**config.mk**
```make
export PLATFORM = sky130hd
export DESIGN_NAME = fifo_read_port_flag_control
export DESIGN_NICKNAME = d
export VERILOG_FILES = /design/src/rtl/fifo_pkg.sv /design/src/rtl/fifo_read_port_flag_control.sv
export SDC_FILE = /design/constraint.sdc
export NUM_CORES = 1
export LEC_CHECK = 0
export ABC_AREA = 1
export BUFFER_PORTS_ARGS = -buffer_cell sky130_fd_sc_hd__buf_4
export CAP_MARGIN = 20
export CORE_ASPECT_RATIO = 1.25
export CORE_UTILIZATION = 55
export DETAILED_ROUTE_END_ITERATION = 12
export HOLD_SLACK_MARGIN = 0.03
export PLACE_DENSITY = 0.74
export SLEW_MARGIN = 20
export SYNTH_ARGS = -nofsm -noshare
export SYNTH_HDL_FRONTEND = slang
export SYNTH_SLANG_ARGS = --single-unit
export TNS_END_PERCENT = 1
```
**constraint.sdc**
```tcl
create_clock -name clk_in -period 10.1 [get_ports clk_in]
set_input_delay 0.505 -clock clk_in [delete_from_list [all_inputs] [get_ports clk_in]]
set_output_delay 0.505 -clock clk_in [all_outputs]
set_load 0.01 [all_outputs]
```
**src/rtl/fifo_pkg.sv**
```systemverilog
package fifo_pkg;
   // Data path
   localparam int DATA_W = 72;
   localparam int DEPTH = 16;
   localparam int PTR_W = 4;
   localparam int CNT_W = 5;
   localparam int OFFSET_W = 5;
   // Output width straps
   localparam logic [1:0] WIDTH_72 = 2'h0;
   localparam logic [1:0] WIDTH_36 = 2'h1;
   localparam logic [1:0] WIDTH_18 = 2'h2;
   localparam int LANE_36 = 36;
   localparam int LANE_18 = 18;
   // Offset defaults after master reset
   localparam logic [OFFSET_W-1:0] EMPTY_OFFSET_RST = 5'h02;
   localparam logic [OFFSET_W-1:0] FULL_OFFSET_RST = 5'h02;
   localparam logic [CNT_W-1:0] DEPTH_CNT = 5'h10;
   // Synchronised pin vector positions
   localparam int S_RCLK = 0;
   localparam int S_REN_N = 1;
   localparam int S_RCS_N = 2;
   localparam int S_OE_N = 3;
   localparam int S_RT_N = 4;
   localparam int S_MARK = 5;
   localparam int S_LD_N = 6;
   localparam int S_SCLK = 7;
   localparam int S_SEN_N = 8;
   localparam int S_SI = 9;
   localparam int S_MRS_N = 10;
   localparam int S_PRS_N = 11;
   localparam int S_PFM = 12;
   localparam int S_ASYNC = 13;
   localparam int S_OW0 = 14;
   localparam int S_OW1 = 15;
   localparam int SYNC_W = 16;
   // Read port timing
   typedef enum logic [0:0] {
      READ_SYNC = 1'b0,
      READ_ASYNC = 1'b1
   } read_mode_e;
endpackage : fifo_pkg

```
**src/rtl/fifo_read_port_flag_control.sv**
```systemverilog
// Notes on behaviour
// - Almost-empty high when stored words reach empty offset, else low.
// - Almost-full high while free locations exceed full offset, else low.
// - Flag timing select caught at master reset: low async, high sync.
// - Partial reset clears both pointers and the output register.
// - Partial reset keeps modes and programmed offsets.
// - Output is 72, 36 or 18 bits wide; unused lanes read zero.
// - Synchronous port reads on each read clock rise with read enable low.
// - Offset access low puts offset registers on the outputs instead.
// - Asynchronous port reads on each read strobe rise.
// - Read chip select gates reads and output drive, on read clock.
// - In reset chip select ignored; output enable low drives outputs.
// - Retransmit rewinds read pointer and shows empty; writes untouched.
// - Retransmit goes to the marked position when one is set.
// - Serial clock rise with serial enable shifts a bit into offsets.
// - Serial loading only while serial enable is asserted.
// - Mark records the read pointer as retransmit target.
// - After master reset the fall-through pin is the serial input.
// - Offset access gates offset transfers; high for normal data.
// - Fall-through or standard mode caught at master reset.
`timescale 1ns/1ps

// Storage with mark and rewind of the read pointer
module fifo_store #(
   parameter int WIDTH = 72,
   parameter int DEPTH_P = 16
) (
   // Clock and reset
   input wire logic clk_in,
   input wire logic reset_n_in,
   input wire logic clear_in,
   // Fill side
   input wire logic in_valid_in,
   input wire logic [WIDTH-1:0] in_data_in,
   output logic in_ready_out,
   // Drain side
   output logic out_valid_out,
   output logic [WIDTH-1:0] out_data_out,
   input wire logic out_ready_in,
   // Mark and rewind
   input wire logic mark_in,
   input wire logic rewind_in,
   output logic [$clog2(DEPTH_P):0] count_out
);
   localparam int AW = $clog2(DEPTH_P);
   localparam logic [AW:0] DEPTH_V = (AW+1)'(DEPTH_P);
   logic [WIDTH-1:0] mem_q [DEPTH_P];
   logic [AW:0] wr_ptr_q;
   logic [AW:0] rd_ptr_q;
   logic [AW:0] mark_ptr_q;
   logic mark_set_q;
   wire logic push = in_valid_in & in_ready_out;
   wire logic pop = out_valid_out & out_ready_in & ~rewind_in;

   // Count above depth is possible after a rewind, so full is a compare, not equality
   assign count_out = wr_ptr_q - rd_ptr_q;
   assign in_ready_out = (count_out < DEPTH_V) & ~clear_in;
   assign out_valid_out = (count_out != '0) & ~clear_in;
   assign out_data_out = mem_q[rd_ptr_q[AW-1:0]];

   // Memory array has no reset; only pointers matter
   always_ff @(posedge clk_in) begin
      if (push) begin
         mem_q[wr_ptr_q[AW-1:0]] <= in_data_in;
      end
   end

   // Pointer and mark state
   always_ff @(posedge clk_in or negedge reset_n_in) begin
      if (!reset_n_in) begin
         wr_ptr_q <= '0;
         rd_ptr_q <= '0;
         mark_ptr_q <= '0;
         mark_set_q <= 1'b0;
      end else if (clear_in) begin
         wr_ptr_q <= '0;
         rd_ptr_q <= '0;
         mark_ptr_q <= '0;
         mark_set_q <= 1'b0;
      end else begin
         if (push) begin
            wr_ptr_q <= wr_ptr_q + 1'b1;
         end
         if (rewind_in) begin
            rd_ptr_q <= mark_set_q ? mark_ptr_q : '0;
         end else if (pop) begin
            rd_ptr_q <= rd_ptr_q + 1'b1;
         end
         if (mark_in) begin
            mark_ptr_q <= rd_ptr_q;
            mark_set_q <= 1'b1;
         end
      end
   end
endmodule : fifo_store

module fifo_read_port_flag_control
   import fifo_pkg::*;
(
   // Clock and reset
   input wire logic clk_in,
   input wire logic reset_n_in,
   // Device resets and straps
   input wire logic master_reset_n_in,
   input wire logic partial_reset_n_in,
   input wire logic flag_timing_select_in,
   input wire logic read_async_select_in,
   input wire logic [1:0] out_width_in,
   input wire logic fall_through_select_in,
   // Write side feeding the buffer
   input wire logic [DATA_W-1:0] wr_data_in,
   input wire logic wr_valid_in,
   output logic wr_ready_out,
   // Read port pins
   input wire logic read_clk_in,
   input wire logic read_enable_n_in,
   input wire logic read_chip_select_n_in,
   input wire logic output_enable_n_in,
   input wire logic retransmit_n_in,
   input wire logic mark_in,
   input wire logic offset_access_n_in,
   // Serial offset programming
   input wire logic serial_clk_in,
   input wire logic serial_load_enable_n_in,
   // Data and flags
   output logic [DATA_W-1:0] read_data_out,
   output logic read_data_oe_out,
   output logic empty_flag_n_out,
   output logic almost_empty_flag_out,
   output logic almost_full_flag_out
);
   localparam int SHIFT_W = 2 * OFFSET_W;

   // Lanes above the selected width are forced low
   function automatic logic [DATA_W-1:0] lane_mask(input logic [1:0] width);
      logic [DATA_W-1:0] m;
      m = '1;
      if (width == WIDTH_36) begin
         m = {{(DATA_W-LANE_36){1'b0}}, {LANE_36{1'b1}}};
      end else if (width == WIDTH_18) begin
         m = {{(DATA_W-LANE_18){1'b0}}, {LANE_18{1'b1}}};
      end
      return m;
   endfunction : lane_mask

   // Pin samples, straps, offsets and output state
   logic [SYNC_W-1:0] meta_q;
   logic [SYNC_W-1:0] sync_q;
   logic rclk_d1_q;
   logic sclk_d1_q;
   logic fall_through_select_q;
   logic pfm_sync_q;
   read_mode_e read_mode_q;
   logic [1:0] width_q;
   logic [OFFSET_W-1:0] empty_offset_q;
   logic [OFFSET_W-1:0] full_offset_q;
   logic cs_q;
   logic rt_hold_q;
   logic out_valid_q;
   logic [DATA_W-1:0] out_q;
   logic ae_q;
   logic af_q;
   logic rd_upd_q;
   logic wr_upd_q;
   logic fifo_valid;
   logic [DATA_W-1:0] fifo_data;
   logic [CNT_W-1:0] count;

   // Every pin goes through two flops; the first stage feeds only the second
   wire logic [SYNC_W-1:0] pins = {out_width_in[1], out_width_in[0], read_async_select_in,
      flag_timing_select_in, partial_reset_n_in, master_reset_n_in, fall_through_select_in,
      serial_load_enable_n_in, serial_clk_in, offset_access_n_in, mark_in, retransmit_n_in,
      output_enable_n_in, read_chip_select_n_in, read_enable_n_in, read_clk_in};
   always_ff @(posedge clk_in or negedge reset_n_in) begin
      if (!reset_n_in) begin
         meta_q <= '0;
         sync_q <= '0;
      end else begin
         meta_q <= pins;
         sync_q <= meta_q;
      end
   end

   // Decoded events
   wire logic mrs_act = ~sync_q[S_MRS_N];
   wire logic rst_act = mrs_act | ~sync_q[S_PRS_N];
   wire logic rclk_rise = sync_q[S_RCLK] & ~rclk_d1_q;
   wire logic sclk_rise = sync_q[S_SCLK] & ~sclk_d1_q;
   wire logic ld_n = sync_q[S_LD_N];
   // Same pin is clock or strobe; enable is only looked at in sync mode
   wire logic port_edge = (read_mode_q == READ_ASYNC) ? rclk_rise
      : (rclk_rise & ~sync_q[S_REN_N]);
   wire logic port_evt = port_edge & ~sync_q[S_RCS_N] & ~rst_act;
   wire logic rt_evt = rclk_rise & ~sync_q[S_RT_N] & ~rst_act;
   wire logic mark_evt = rclk_rise & sync_q[S_MARK] & ~rst_act;
   wire logic data_evt = port_evt & ld_n;
   wire logic offs_evt = port_evt & ~ld_n;
   wire logic ser_evt = sclk_rise & ~sync_q[S_SEN_N] & ~mrs_act;
   wire logic fall_through_select_load = fifo_valid & ~rt_hold_q & ~rt_evt & (~out_valid_q | data_evt);
   wire logic std_load = data_evt & fifo_valid & ~rt_hold_q & ~rt_evt;
   wire logic pop = fall_through_select_q ? fall_through_select_load : std_load;
   // Flag compares run on the live count; the flag flops decide when to look
   wire logic [CNT_W-1:0] free_cnt = DEPTH_CNT - count;
   wire logic ae_now = (count >= CNT_W'(empty_offset_q));
   wire logic af_now = (free_cnt > CNT_W'(full_offset_q));
   // Write side handshake, taken on the system clock
   wire logic push = wr_valid_in & wr_ready_out;
   // Serial shift enters at the bottom of the empty offset
   wire logic [SHIFT_W-1:0] shift_next = {full_offset_q[OFFSET_W-2:0], empty_offset_q,
      sync_q[S_SI]};
   wire logic [DATA_W-1:0] offs_word = {{(DATA_W-SHIFT_W){1'b0}}, full_offset_q, empty_offset_q};

   // Buffer clears on either device reset, so a mark never outlives one
   fifo_store #(
      .WIDTH(DATA_W),
      .DEPTH_P(DEPTH)
   ) u_store (
      .clk_in(clk_in),
      .reset_n_in(reset_n_in),
      .clear_in(rst_act),
      .in_valid_in(wr_valid_in),
      .in_data_in(wr_data_in),
      .in_ready_out(wr_ready_out),
      .out_valid_out(fifo_valid),
      .out_data_out(fifo_data),
      .out_ready_in(pop),
      .mark_in(mark_evt),
      .rewind_in(rt_evt),
      .count_out(count)
   );

   // Edge history of the pin clocks
   always_ff @(posedge clk_in or negedge reset_n_in) begin
      if (!reset_n_in) begin
         rclk_d1_q <= 1'b0;
         sclk_d1_q <= 1'b0;
      end else begin
         rclk_d1_q <= sync_q[S_RCLK];
         sclk_d1_q <= sync_q[S_SCLK];
      end
   end

   // Straps follow the pins only while master reset is low
   always_ff @(posedge clk_in or negedge reset_n_in) begin
      if (!reset_n_in) begin
         fall_through_select_q <= 1'b0;
         pfm_sync_q <= 1'b0;
         read_mode_q <= READ_SYNC;
         width_q <= WIDTH_72;
      end else if (mrs_act) begin
         fall_through_select_q <= sync_q[S_SI];
         pfm_sync_q <= sync_q[S_PFM];
         read_mode_q <= read_mode_e'(sync_q[S_ASYNC]);
         width_q <= {sync_q[S_OW1], sync_q[S_OW0]};
      end
   end

   // Offsets: partial reset leaves them alone so programming survives
   always_ff @(posedge clk_in or negedge reset_n_in) begin
      if (!reset_n_in) begin
         empty_offset_q <= EMPTY_OFFSET_RST;
         full_offset_q <= FULL_OFFSET_RST;
      end else if (mrs_act) begin
         empty_offset_q <= EMPTY_OFFSET_RST;
         full_offset_q <= FULL_OFFSET_RST;
      end else if (ser_evt) begin
         {full_offset_q, empty_offset_q} <= shift_next;
      end
   end

   // Chip select taken on read clock edges only
   always_ff @(posedge clk_in or negedge reset_n_in) begin
      if (!reset_n_in) begin
         cs_q <= 1'b0;
      end else if (rclk_rise) begin
         cs_q <= ~sync_q[S_RCS_N];
      end
   end

   // Output register and retransmit hold
   always_ff @(posedge clk_in or negedge reset_n_in) begin
      if (!reset_n_in) begin
         out_q <= '0;
         out_valid_q <= 1'b0;
         rt_hold_q <= 1'b0;
      end else if (rst_act) begin
         out_q <= '0;
         out_valid_q <= 1'b0;
         rt_hold_q <= 1'b0;
      end else begin
         rt_hold_q <= rt_evt;
         if (rt_evt && fall_through_select_q) begin
            out_valid_q <= 1'b0;
         end else if (offs_evt) begin
            out_q <= offs_word & lane_mask(width_q);
         end else if (pop) begin
            out_q <= fifo_data & lane_mask(width_q);
            out_valid_q <= 1'b1;
         end else if (fall_through_select_q && data_evt) begin
            out_valid_q <= 1'b0;
         end
      end
   end

   // Flags look one clock after the count moved, never at the value before it
   always_ff @(posedge clk_in or negedge reset_n_in) begin
      if (!reset_n_in) begin
         rd_upd_q <= 1'b0;
         wr_upd_q <= 1'b0;
      end else begin
         rd_upd_q <= pop;
         wr_upd_q <= push;
      end
   end

   // Flags: in sync timing each flag moves only on its own side's events
   // A write in sync timing leaves almost-empty stale until the next read or retransmit
   always_ff @(posedge clk_in or negedge reset_n_in) begin
      if (!reset_n_in) begin
         ae_q <= 1'b0;
         af_q <= 1'b1;
      end else if (rst_act) begin
         ae_q <= 1'b0;
         af_q <= 1'b1;
      end else begin
         if (!pfm_sync_q || rd_upd_q || rt_hold_q) begin
            ae_q <= ae_now;
         end
         if (!pfm_sync_q || wr_upd_q) begin
            af_q <= af_now;
         end
      end
   end

   // Outputs; drive during reset depends on output enable alone
   assign read_data_out = out_q;
   assign read_data_oe_out = ~sync_q[S_OE_N] & (rst_act | cs_q);
   assign empty_flag_n_out = fall_through_select_q ? out_valid_q : (fifo_valid & ~rt_hold_q);
   assign almost_empty_flag_out = ae_q;
   assign almost_full_flag_out = af_q;
endmodule : fifo_read_port_flag_control

```
==> summary.md <==
| Metric | Value |
|---|---|
| Hold depth | 1 |
| CTS H-Tree Depth | 3 |
| Fin. max-slew vios | 0 |
| Hold Vio Cnt, Final | 0 |
| Num CTS Buffers | 117 |
| Crit-path max FO | 67 |
| Worst path slowest cell | dfrtp_4 |
| Max-cap violations | 0 |
| Startpoint types | register |
| Synth-to-Final Area Change | 12.23% |
| Syn_nets | 4,545 |
| Max VDD drop | 159.2 uV |
| Root Buffer | clkbuf_16 |
| Hold path start | wr_data_in[62] |
| I/O pin cnt | 168 |
| Setup TNS | 0 ps |
| Router iterations before antenna repair | 5 |
| Final #Nets | 4,650 |
| Worst-path clk slew | 70 ps |
| Starting Density | 55.46% |
| Routability congestion estimate | 0.8423 |
| Port Buffers | 167 |
| Initial antenna violation count | 6 |
| Die area | 96,300 um^2 |
| Synth Cell Area | 52,280 um^2 |
| CP startpoint | u_store.rd_ptr_q[1] |
| Worst-skew pair later-pin latency | 710 ps |
| Hpwl dp | 66,900 um |
| Core area | 94,280 um^2 |
| Tot GR Track Use | 26.76% |
| CTS tree | yes |
| Leak pwr | 22.28 nW |
| Most common flop cell mapped by yosys | edfxtp_1 |
| Post-CTS Hold Buffers | 17 |
| Reg2reg start | u_store.rd_ptr_q[1] |
| Worst EP required | 10,420 ps |
| Top delay family on crit path | simple AND/OR/NAND/NOR gates |
| Outcome | finished, final reports clean |
| Via count | 34,050 |
| Fraction of layout cells with a size suffix above 1 | 10.05% |
| Post-layout min period | 5955 ps |
| Worst hold slack | 96.40 ps |
| Routed Antenna Nets | 0 |
| Worst slew pin tran | 1176 ps |
| Top-count cell post-synth | nand2_1 |
| Flops & latches, synth | 1,296 |
| Hold crit path type | in2reg |
| First-pass GRT wire length | 196,700 um |
| Final setup vio count | 0 |
| Via density | 5.813 |
| Syn Inst Count | 4,430 |
| Vias in the first global route | 33,520 |
| Drt drc | 0 |
| WL final | 129,600 um |
| TritonCTS Sinks | 1,296 |
| Hold EP | u_store.mem_q[7][62] |
| RSZ-0062 raised after global routing | false |
| DR WL/cell | 22.13 um |
| Post-synth EDFFs | 1,152 |
| Setup crit end kind | register |
| Top cells by area, synth | edfxtp_1 (66%), nand2_1 (9.7%), dfrtp_1 (6.7%) |
| Ys Warns | 0 |
| Critical path buffers and inverters | 4 |
| Die H | 346.7 um |
| Slowest stage delay, CP | 1080 ps |
| Distinct cells, synth | 39 |
| Fmax | 167.9 MHz |
| Reg2Reg Setup Slack | 4140 ps |
| Mean Syn Cell Area | 11.80 um^2 |
| Register area | 38,220 um^2 |
| Grt total ovfl | 0 |
| FILL cells | 6,976 |
| Largest net degree at the start of global routing | 164 |
| Area of the multi-input gates | 11,920 um^2 |
| Period utilization | 58.96% |
| Die W | 277.8 um |
| Reg2Reg Depth | 12 |
| Drt initial violations | 3,764 |
| Dominant cell type by area after synthesis | edfxtp_1 |
| Slew margin rel. | 21.58% |
| Synth cell count leaders | nand2_1 (1,351), edfxtp_1 (1,152), nand3_1 (313), inv_1 (273), a21oi_1 (260) |
| CP Cell Sequence | inv_8 -> fa_1 -> inv_1 -> ha_1 -> nor3b_1 -> ha_1 -> nor2_1 -> nand3_1 -> inv_1 -> nand3_1 -> nor2_4 -> buf_4 |
| Share of the synthesized area in the top cell type | 66.17% |
| Bufs on Longest Clock Path | 3 |
| Power density over the cells | 197.0 nW/um^2 |
| Kind of critical path | reg2reg |
| Final worst slack | 4145 ps |
| # rows | 126 |
| Post-CTS Setup Repair Bufs | 0 |
| Clock skew | 30.06 ps |
| Pre-CTS setup slack | 4187 ps |
| Cts repair resizes | 0 |
| Post-synthesis sequential area ratio | 73.07% |
| Ys async rst share | 11.11% |
| Reg2reg end | u_store.mem_q[11][29] |
| Crit path DAT | 6280 ps |
cell type report:
class                           count  area share, %
Tap cell                         1216          2.593
Multi-Input combinational cell   2601          20.31
Timing Repair Buffer              239          3.171
Antenna cell                        4        0.01706
Sequential cell                  1296          65.13
Inverter                          280          1.830
Clock buffer                      146          5.472
Clock inverter                     76          1.480
through the flow:
stage | std cells | total power [W] | util (%) | instance area, um^2
finish | 5858 | 0.01156 | 62.24 | 58680
global route | 5856 | 0.01191 | 62.23 | 58670
CTS | 5854 | 0.01159 | 62.22 | 58650
detailed placement | 5615 | 0.006998 | 57.71 | 54400
global placement | 5615 | 0.006974 | 57.71 | 54400
floorplan | 4430 | 0.006640 | - | 52280
layer usage:
metal	routed length, um	up-vias	track usage (%)
met3	11250	274	3.815
met5	25	-	0
met2	64250	1725	45.09
met1	50170	16530	35.22
met4	3915	4	10.47
li1	-	15510	-
kinds of logic after synthesis:
group,synth area share (%)
AND/OR/NAND/NOR,15.50
flip-flops,73.07
AO/OA/AOI/OAI,6.361
buffers and inverters,4.387
adder cells (fa/ha/maj),0.5887
XOR/XNOR,0.1005
worst max-delay path by stage:
stage,to,slack [ps],cells after the start
finish,u_store.mem_q[11][29],4140,12
global route,u_store.mem_q[11][38],3790,12
CTS,u_store.mem_q[11][38],4120,12
detailed placement,u_store.mem_q[11][38],4190,12
global placement,u_store.mem_q[11][36],4230,12
floorplan,u_store.mem_q[10][0],2040,13
where the power goes:
part | total (W) | internal [W] | switching (W)
clock | 0.00466 | 0.00268 | 0.00198
combinational | 0.000975 | 0.000287 | 0.000687
sequential | 0.00593 | 0.00589 | 0.0000412
cell usage in the layout, fill, tap and decap left out, drive strengths merged, types with 3 or more instances in the layout:
cell type,synthesis,routed
a21boi,4,4
a21oi,260,260
buf,190,222
bufinv,0,16
clkbuf,63,146
clkinv,0,42
clkinvlp,0,8
dfrtp,141,141
dfstp,3,3
diode,0,4
dlygate4sd3,0,17
edfxtp,1152,1152
ha,23,23
inv,280,290
nand2,1354,1354
nand3,314,314
nand4,3,3
nor2,199,199
nor3,123,123
o211ai,163,163
o21ai,141,141
o22ai,3,3
xor2,4,4
flip-flops by register name (all words and copies together) (netlist names), 2 cells and up:
register	cells
u_store.mem_q	1152
read_data_out	72
meta_q	16
sync_q	16
empty_offset_q	5
full_offset_q	5
u_store.mark_ptr_q	5
u_store.rd_ptr_q	5
u_store.wr_ptr_q	5
width_q	2
worst register-to-register path: cells and delay by family, from the launching register on:
kind,cells,cell delay [ps]
fa+ha+maj,3,1110
simple gates,5,1720
buf+inv,4,1640
flops,1,1080
(Power assumes the default switching activity.)
